[config.mk]
export PLATFORM = sky130hd
export DESIGN_NAME = pof_top
export DESIGN_NICKNAME = d
export VERILOG_FILES = /design/src/design/pof_pkg.sv /design/src/design/pof_div.sv /design/src/design/pof_top.sv
export VERILOG_INCLUDE_DIRS = /design/src /design/src/design
export SDC_FILE = /design/constraint.sdc
export NUM_CORES = 1
export LEC_CHECK = 0
export ABC_AREA = 0
export BUFFER_PORTS_ARGS = -buffer_cell sky130_fd_sc_hd__clkbuf_2
export CORE_ASPECT_RATIO = 1.4
export CORE_MARGIN = 8
export CORE_UTILIZATION = 58
export CTS_BUF_LIST = sky130_fd_sc_hd__clkbuf_8 sky130_fd_sc_hd__clkbuf_16
export CTS_CLUSTER_SIZE = 30
export DETAILED_ROUTE_END_ITERATION = 16
export PLACE_DENSITY = 0.81
export SLEW_MARGIN = 10
export SYNTH_ARGS = -nofsm -noshare
export SYNTH_HDL_FRONTEND = slang
export SYNTH_SLANG_ARGS = --single-unit
[constraint.sdc]
create_clock -name sys_clk_i -period 11.3 [get_ports sys_clk_i]
set_input_delay 1.13 -clock sys_clk_i [delete_from_list [all_inputs] [get_ports sys_clk_i]]
set_output_delay 1.13 -clock sys_clk_i [all_outputs]
set_load 0.02 [all_outputs]
[src/design/pof_consts.svh]
// Function
// Subindex zero of shaft revolution array reads the feedback count, preset three.
// Subindex n holds a writable 32-bit revolution count; subindex one is sensorless.
// Feed constant of feedback n is feed n divided by revolutions n.
// Option word is 16-bit read/write, preset 0001, with the listed fields.
// Relative code 00 uses previous absolute target, or zero if none.
// Relative code 01 uses ramp output, 10 actual position, 11 reserved.
// Self release clears new-setpoint bit, then clears setpoint acknowledge.
// Release code 00 master handshake, 01 at target, 10 at once, 11 reserved.
// Rotary code 00 behaves linear; only it allows moves beyond modulo value.
// Rotary code 01 moves negative only, through minimum limit if needed.
// Rotary code 10 moves positive only, through maximum limit if needed.
// Rotary code 11 takes shortest path; under half a turn goes positive.
// Option word is sampled when a new setpoint is accepted.
`ifndef POF_CONSTS_SVH
`define POF_CONSTS_SVH
`define POF_IDX_SHAFT_REV 16'h60EE
`define POF_IDX_POS_OPT 16'h60F2
`define POF_NUM_FB 8'h03
`define POF_SHAFT_REV_RST 32'h00000001
`define POF_POS_OPT_RST 16'h0001
`define POF_REL_LSB 0
`define POF_RELEASE_LSB 4
`define POF_ROTARY_LSB 6
`define POF_CW_NEW_SP 4
`define POF_CW_RELATIVE 6
`define POF_SW_SP_ACK 12
`endif

[src/design/pof_pkg.sv]
package pof_pkg;
    typedef enum logic [1:0] {
        POF_REL_PREV, POF_REL_RAMP, POF_REL_ACTUAL, POF_REL_RSVD
    } pof_rel_e;
    typedef enum logic [1:0] {
        POF_RR_MASTER, POF_RR_AT_TARGET, POF_RR_AT_ONCE, POF_RR_RSVD
    } pof_rr_e;
    typedef enum logic [1:0] {
        POF_DIR_LINEAR, POF_DIR_NEG, POF_DIR_POS, POF_DIR_SHORT
    } pof_dir_e;
    typedef enum logic [1:0] {
        POF_HS_IDLE, POF_HS_ACK, POF_HS_REL, POF_HS_WAIT_LOW
    } pof_hs_e;
endpackage : pof_pkg

[src/design/pof_div.sv]
`timescale 1ns/10ps
module pof_div #(
    parameter int W = 32
) (
    // Clock and reset
    input wire logic sys_clk_i,
    input wire logic rst_n_i,
    // Request
    input wire logic start_i,
    input wire logic [W-1:0] num_i,
    input wire logic [W-1:0] den_i,
    // Result
    output logic busy_o,
    output logic done_o,
    output logic [W-1:0] quot_o
);
    import pof_pkg::*;
    localparam int CW = $clog2(W) + 1;
    typedef struct packed {
        logic busy;
        logic done;
        logic [CW-1:0] cnt;
        logic [W:0] rem;
        logic [W-1:0] quo;
        logic [W-1:0] den;
    } pof_div_s;
    pof_div_s s_q, s_d;
    logic [W:0] trial;

    // One quotient bit per cycle keeps the area small; W cycles per result
    always_comb begin
        s_d = s_q;
        s_d.done = 1'b0;
        trial = {s_q.rem[W-1:0], s_q.quo[W-1]};
        if (start_i && !s_q.busy) begin
            s_d.busy = 1'b1;
            s_d.cnt = CW'(W);
            s_d.rem = '0;
            s_d.quo = num_i;
            s_d.den = den_i;
        end else if (s_q.busy) begin
            if (trial >= {1'b0, s_q.den}) begin
                s_d.rem = trial - {1'b0, s_q.den};
                s_d.quo = {s_q.quo[W-2:0], 1'b1};
            end else begin
                s_d.rem = trial;
                s_d.quo = {s_q.quo[W-2:0], 1'b0};
            end
            s_d.cnt = s_q.cnt - CW'(1);
            if (s_q.cnt == CW'(1)) begin
                s_d.busy = 1'b0;
                s_d.done = 1'b1;
            end
        end
    end

    always_ff @(posedge sys_clk_i) begin
        if (!rst_n_i) begin
            s_q <= '0;
        end else begin
            s_q <= s_d;
        end
    end

    assign busy_o = s_q.busy;
    assign done_o = s_q.done;
    assign quot_o = s_q.quo;
endmodule : pof_div

[src/design/pof_top.sv]
`timescale 1ns/10ps
`include "pof_consts.svh"
module pof_top #(
    parameter int NUM_FB = 3
) (
    // Clock and reset
    input wire logic sys_clk_i,
    input wire logic rst_n_i,
    // Object dictionary access
    input wire logic od_req_i,
    input wire logic od_we_i,
    input wire logic [15:0] od_index_i,
    input wire logic [7:0] od_sub_i,
    input wire logic [31:0] od_wdata_i,
    output logic od_ack_o,
    output logic od_abort_o,
    output logic [31:0] od_rdata_o,
    // Controlword and statusword
    input wire logic pp_mode_i,
    input wire logic [15:0] controlword_i,
    output logic new_sp_release_o,
    output logic setpoint_ack_o,
    output logic setpoint_reject_o,
    // Positions
    input wire logic [31:0] target_pos_i,
    input wire logic [31:0] actual_pos_i,
    input wire logic [31:0] ramp_pos_i,
    input wire logic [31:0] range_min_i,
    input wire logic [31:0] range_max_i,
    input wire logic target_reached_i,
    // Move command
    output logic move_valid_o,
    output logic [31:0] move_target_o,
    output logic move_dir_pos_o,
    output logic move_via_limit_o,
    output logic move_linear_o,
    // Feed constant
    input wire logic fc_start_i,
    input wire logic [7:0] fc_sel_i,
    input wire logic [31:0] fc_feed_i,
    output logic fc_busy_o,
    output logic fc_valid_o,
    output logic fc_div_zero_o,
    output logic [31:0] fc_value_o
);
    import pof_pkg::*;

    typedef struct packed {
        logic [NUM_FB-1:0][31:0] shaft_rev;
        logic [15:0] pos_opt;
        logic [15:0] opt_used;
        logic ack;
        logic abort;
        logic [31:0] rdata;
        pof_hs_e hs;
        logic new_sp_prev;
        logic release_p;
        logic reject_p;
        logic prev_valid;
        logic [31:0] prev_target;
        logic move_valid;
        logic [31:0] move_target;
        logic dir_pos;
        logic via_limit;
        logic linear;
        logic fc_run;
        logic fc_zero;
        logic fc_valid;
        logic [31:0] fc_value;
        logic [31:0] fc_num;
        logic [31:0] fc_den;
    } pof_top_s;

    pof_top_s s_q, s_d;

    // Array subindex decode shared by read and write paths
    function automatic logic fb_hit(input logic [7:0] sub);
        fb_hit = (sub != 8'h00) && (sub <= 8'(NUM_FB));
    endfunction : fb_hit

    function automatic int fb_slot(input logic [7:0] sub);
        fb_slot = int'(sub) - 1;
    endfunction : fb_slot

    logic new_sp;
    logic relative;
    logic accept;
    logic [1:0] rel_code;
    logic [1:0] rr_code;
    logic [1:0] dir_code;
    logic [31:0] base;
    logic [31:0] abs_tgt;
    logic [31:0] span;
    logic [31:0] diff;
    logic div_start;
    logic div_busy;
    logic div_done;
    logic [31:0] div_quot;

    assign new_sp = controlword_i[`POF_CW_NEW_SP];
    assign relative = controlword_i[`POF_CW_RELATIVE];
    assign rel_code = s_q.pos_opt[`POF_REL_LSB +: 2];
    assign rr_code = s_q.pos_opt[`POF_RELEASE_LSB +: 2];
    assign dir_code = s_q.pos_opt[`POF_ROTARY_LSB +: 2];
    assign accept = pp_mode_i && new_sp && !s_q.new_sp_prev
        && (s_q.hs == POF_HS_IDLE);

    always_comb begin
        s_d = s_q;
        s_d.ack = 1'b0;
        s_d.abort = 1'b0;
        s_d.release_p = 1'b0;
        s_d.reject_p = 1'b0;
        s_d.move_valid = 1'b0;
        s_d.fc_valid = 1'b0;
        s_d.new_sp_prev = new_sp;
        base = 32'h00000000;
        abs_tgt = 32'h00000000;
        span = range_max_i - range_min_i;
        diff = 32'h00000000;
        div_start = 1'b0;

        // Object dictionary access, answered one cycle after the request
        if (od_req_i) begin
            s_d.ack = 1'b1;
            s_d.rdata = 32'h00000000;
            if (od_index_i == `POF_IDX_SHAFT_REV) begin
                if (od_sub_i == 8'h00) begin
                    s_d.rdata = {24'h000000, 8'(NUM_FB)};
                    s_d.abort = od_we_i;
                end else if (fb_hit(od_sub_i)) begin
                    if (od_we_i) begin
                        s_d.shaft_rev[fb_slot(od_sub_i)] = od_wdata_i;
                    end else begin
                        s_d.rdata = s_q.shaft_rev[fb_slot(od_sub_i)];
                    end
                end else begin
                    s_d.abort = 1'b1;
                end
            end else if (od_index_i == `POF_IDX_POS_OPT
                    && od_sub_i == 8'h00) begin
                if (od_we_i) begin
                    s_d.pos_opt = od_wdata_i[15:0];
                end else begin
                    s_d.rdata = {16'h0000, s_q.pos_opt};
                end
            end else begin
                s_d.abort = 1'b1;
            end
        end

        // Reference for a relative move
        case (pof_rel_e'(rel_code))
            POF_REL_PREV: base = s_q.prev_valid ? s_q.prev_target
                : 32'h00000000;
            POF_REL_RAMP: base = ramp_pos_i;
            POF_REL_ACTUAL: base = actual_pos_i;
            default: base = 32'h00000000;
        endcase
        abs_tgt = relative ? base + target_pos_i : target_pos_i;
        diff = abs_tgt - actual_pos_i;
        if ($signed(diff) < 0) begin
            diff = diff + span;
        end

        // Setpoint handshake
        case (s_q.hs)
            POF_HS_IDLE: begin
                if (accept) begin
                    // Reserved codes are refused so no undefined move starts
                    if ((relative && rel_code == 2'b11)
                            || rr_code == 2'b11) begin
                        s_d.reject_p = 1'b1;
                    end else begin
                        s_d.opt_used = s_q.pos_opt;
                        s_d.hs = POF_HS_ACK;
                        s_d.move_valid = 1'b1;
                        s_d.move_target = abs_tgt;
                        s_d.prev_target = abs_tgt;
                        s_d.prev_valid = 1'b1;
                        s_d.linear = 1'b0;
                        s_d.via_limit = 1'b0;
                        case (pof_dir_e'(dir_code))
                            POF_DIR_LINEAR: begin
                                s_d.linear = 1'b1;
                                s_d.dir_pos = $signed(abs_tgt)
                                    >= $signed(actual_pos_i);
                            end
                            POF_DIR_NEG: begin
                                s_d.dir_pos = 1'b0;
                                s_d.via_limit = $signed(abs_tgt)
                                    > $signed(actual_pos_i);
                            end
                            POF_DIR_POS: begin
                                s_d.dir_pos = 1'b1;
                                s_d.via_limit = $signed(abs_tgt)
                                    < $signed(actual_pos_i);
                            end
                            default: begin
                                s_d.dir_pos = diff < (span >> 1);
                            end
                        endcase
                    end
                end
            end
            POF_HS_ACK: begin
                case (pof_rr_e'(s_q.opt_used[`POF_RELEASE_LSB +: 2]))
                    POF_RR_MASTER: begin
                        if (!new_sp) begin
                            s_d.hs = POF_HS_IDLE;
                        end
                    end
                    POF_RR_AT_TARGET: begin
                        if (target_reached_i) begin
                            s_d.hs = POF_HS_REL;
                        end
                    end
                    default: s_d.hs = POF_HS_REL;
                endcase
            end
            POF_HS_REL: begin
                s_d.release_p = 1'b1;
                s_d.hs = POF_HS_WAIT_LOW;
            end
            POF_HS_WAIT_LOW: begin
                // Acknowledge held one more cycle by the release pulse; wait for the bit to drop
                if (!new_sp) begin
                    s_d.hs = POF_HS_IDLE;
                end
            end
            default: s_d.hs = POF_HS_IDLE;
        endcase

        // Feed constant: feed divided by driving shaft revolutions
        if (!s_q.fc_run && fc_start_i && fb_hit(fc_sel_i) && !div_busy) begin
            s_d.fc_run = 1'b1;
            s_d.fc_num = fc_feed_i;
            s_d.fc_den = s_q.shaft_rev[fb_slot(fc_sel_i)];
            s_d.fc_zero = s_q.shaft_rev[fb_slot(fc_sel_i)] == 32'h00000000;
            div_start = 1'b1;
        end
        if (s_q.fc_run && div_done) begin
            s_d.fc_run = 1'b0;
            s_d.fc_valid = 1'b1;
            // Divide by zero saturates instead of leaving a stale value
            s_d.fc_value = s_q.fc_zero ? 32'hFFFFFFFF : div_quot;
        end
    end

    pof_div #(
        .W(32)
    ) u_div (
        .sys_clk_i(sys_clk_i),
        .rst_n_i(rst_n_i),
        .start_i(div_start),
        .num_i(s_d.fc_num),
        .den_i(s_d.fc_den),
        .busy_o(div_busy),
        .done_o(div_done),
        .quot_o(div_quot)
    );

    always_ff @(posedge sys_clk_i) begin
        if (!rst_n_i) begin
            s_q <= '0;
            for (int i = 0; i < NUM_FB; i++) begin
                s_q.shaft_rev[i] <= `POF_SHAFT_REV_RST;
            end
            s_q.pos_opt <= `POF_POS_OPT_RST;
            s_q.opt_used <= `POF_POS_OPT_RST;
            s_q.hs <= POF_HS_IDLE;
        end else begin
            s_q <= s_d;
        end
    end

    assign od_ack_o = s_q.ack;
    assign od_abort_o = s_q.abort;
    assign od_rdata_o = s_q.rdata;
    assign new_sp_release_o = s_q.release_p;
    // Acknowledge stands through the release pulse and drops the cycle after it; under master release it drops the cycle after bit 4 clears
    assign setpoint_ack_o = (s_q.hs == POF_HS_ACK)
        || (s_q.hs == POF_HS_REL) || s_q.release_p;
    assign setpoint_reject_o = s_q.reject_p;
    assign move_valid_o = s_q.move_valid;
    assign move_target_o = s_q.move_target;
    assign move_dir_pos_o = s_q.dir_pos;
    assign move_via_limit_o = s_q.via_limit;
    assign move_linear_o = s_q.linear;
    assign fc_busy_o = s_q.fc_run;
    assign fc_valid_o = s_q.fc_valid;
    assign fc_div_zero_o = s_q.fc_zero;
    assign fc_value_o = s_q.fc_value;
endmodule : pof_top

==> run metrics <==
run status finished clean; H-tree levels 2; non-filler instance count after layout about 4200; Rel. slew slack 0.215; DIE HEIGHT 262 microns; starting density of the core 0.584; IO Pins 387; top fanout value on the critical path 28; setup violators final 0; Final min period 10220 ps; core area 42800 sq um; hold crit path type flip-flop to flip-flop; Synthesis Warnings 0; via/cell ratio roughly 6; most frequent CP cell a21oi_1; Iter 0 DRT Violations about 1700; syn nets ~3900; Reg2Reg Depth 42; total CTS buffers 34; via count 24900; post-DP HPWL 58.7 mm; root buf cell clkbuf_16; Async S/R FF share, synth 0; count of final max-slew check failures 0; Hold-fix buffers, CTS 0; RSZ-0062 raised after global routing false; maximum root-to-sink buffer count 3; DRT Pass-1 Iters 6; clk slew on worst S/H paths 60 ps; DRC viols 0; Data arrival, critical path 10680 ps; area grow syn2layout 10.0%; PD cells between 100 and 150 nW/um^2; CP Launch Type flip-flop; CP delay by family, top compound AO/OA/AOI/OAI gates; placed cells between 4000 and 5000; share of cells above drive strength 1 0.147; vias in the first global route ~24000; final hold vios 0; post-synthesis average cell area approximately 7.3 sq um; drt total wl a little under 80 mm; largest net degree at the start of global routing between 100 and 150; routed wire length per instance ~19 microns; Post-Syn Area between 20000 and 25000 sq um; GRT overflow 0; initial antenna violation count 3; Core Util, Final 0.643; slowest CP cell a2111oi_0; gr usage total 0.303; GP Congestion 1.00; max-cap violations 0; # clock sinks around 330; CTS tree done; Worst Skew about 35 ps; post-CTS setup buffer count 0; Worst Hold Margin between 400 and 500 ps; Final TNS setup 0 ps; Worst Path Required approximately 12000 ps; Cells after Synth ~3400; sequential share of the synthesized area 0.263; Top FF cell, synth dfxtp_1; Setup CP Type flip-flop to flip-flop; Critical Path Stages 42; crit path capture type flip-flop; fin nets about 4000; Rows 90; Die X between 150 and 200 microns; register bit count reported by yosys around 330; CP bufs+invs 1; Post-synth EDFFs 0; Pleak 12.2 nW; Synth cell types 89; max frequency roughly 0.098 GHz; post-route ant nets 0; Port Buffers 372; Hold Path Depth 2; Least-Margin Pin Slew ~1200 ps; worst-skew pair later-pin latency 540 ps; post-CTS sizing 0; Largest stage delay, worst path slightly above 800 ps; Die Area 50100 sq um; maximum vdd drop 0.136 mV; first-pass GRT wire length approximately 120 mm; final worst-path cycle share 0.905
==> worst min-delay path, cell delays in order (launching register included) <==
cell	delay, ps
dfxtp_1	320
nand2_1	40
o21ai_0	50
==> layout by cell type, fill, tap and decap left out, types with 16 or more instances in the layout <==
cell type and n:
nor2_1 314, o21a_1 19, a31oi_1 21, buf_4 30, xor2_1 48, o21ai_1 32, ha_1 202, a21o_1 65
nand3_1 50, nor3_1 39, o21ai_0 252, nor2b_1 18, and2_1 16, nand2b_1 49, clkbuf_2 372, nand2_1 541
mux2_2 26, mux2i_1 104, nand4_1 25, a21oi_1 452, o21bai_1 25, clkbuf_16 35, inv_1 189, a211oi_1 51
dfxtp_1 327, xnor2_1 87
==> worst paths after layout <==
check                                    from             end  slack (ps)
worst max-delay path              rel_code[1]  move_dir_pos_o        1080
worst max register to register    rel_code[1]  move_dir_pos_o        1080
worst min-delay path            fc_value_o[4]   fc_value_o[4]         450
worst min register to register  fc_value_o[4]   fc_value_o[4]         450
==> cell type report <==
| type | instances | area, sq um |
|---|---|---|
| repair buffers | 402 | 2090 |
| inverters | 184 | 696 |
| clock buffers | 38 | 917 |
| well taps | 552 | 691 |
| diodes | 3 | 7.51 |
| multi-input cells | 2656 | 16300 |
| flip-flops and latches | 329 | 6590 |
| clock inverters | 19 | 168 |
| fillers | 3873 | 15300 |
==> where the power goes <==
| group | switching [mW] | internal (mW) |
|---|---|---|
| Clock | 0.484 | 0.630 |
| Sequential | 0.0153 | 1.17 |
| Combinational | 1.01 | 0.716 |
| Total | 1.51 | 2.52 |
==> cell families after synthesis <==
| logic type | Yosys count | synth area share |
|---|---|---|
| buffers and inverters | 455 | 0.0844 |
| AOI/OAI and AO/OA | 1034 | 0.244 |
| muxes | 137 | 0.0565 |
| DFF | 329 | 0.263 |
| adders and majority gates | 208 | 0.106 |
| xor gates and xnor gates | 135 | 0.0473 |
| and+or+nand+nor | 1142 | 0.199 |
==> registers in the layout (all words and copies together), names as in the netlist, 2 cells and up <==
signal	flops
u_div.s_q	70
rel_code	2
rr_code	2
dir_code	2
s_q	112
u_div.quot_o	32
od_rdata_o	32
move_target_o	32
fc_value_o	32
==> synthesized netlist by cell type (all sizes together) (11+ instances only) <==
library cell	instances	area, sq um
inv	184	691
a211oi	61	508
buf	131	892
nor3	41	215
ha	203	2540
nand2	541	2030
a31oi	23	156
a21o	65	488
a21oi	453	2270
or3	11	68.8
and3	15	93.8
nor2b	21	131
nand2b	49	307
nor2	314	1180
mux2i	104	1040
or2	12	75.1
dfxtp	329	6590
xor2	48	420
o21ai	284	1420
and2	19	119
mux2	33	372
nand3	51	255
clkbuf	140	527
nor4	13	81.3
o211ai	16	130
o21bai	25	188
o21a	19	143
nand4	25	156
xnor2	87	762
==> layer usage <==
metal / share of wire / global-route usage / wire (microns) / vias to the layer above
li1: - / - / - / 12200
met3: 0.064 / 0.0437 / 5040 / 280
met1: 0.37 / 0.329 / 29300 / 11500
met5: 0.00016 / 0 / 13 / -
met2: 0.49 / 0.536 / 38900 / 927
met4: 0.072 / 0.210 / 5670 / 2
==> stage by stage <==
stage | power (mW) | setup WS, ps | instance area [sq um]
6_report | 4.03 | 1080 | 27500
5_1_grt | 4.28 | 524 | 27500
4_1_cts | 4.02 | 1260 | 27500
3_3_place_gp | 2.89 | 1130 | 26400
2_1_floorplan | 2.51 | 2630 | 25000
3_5_place_dp | 2.91 | 1000 | 26400
No activity file was read; power rests on OpenSTA's default activity.
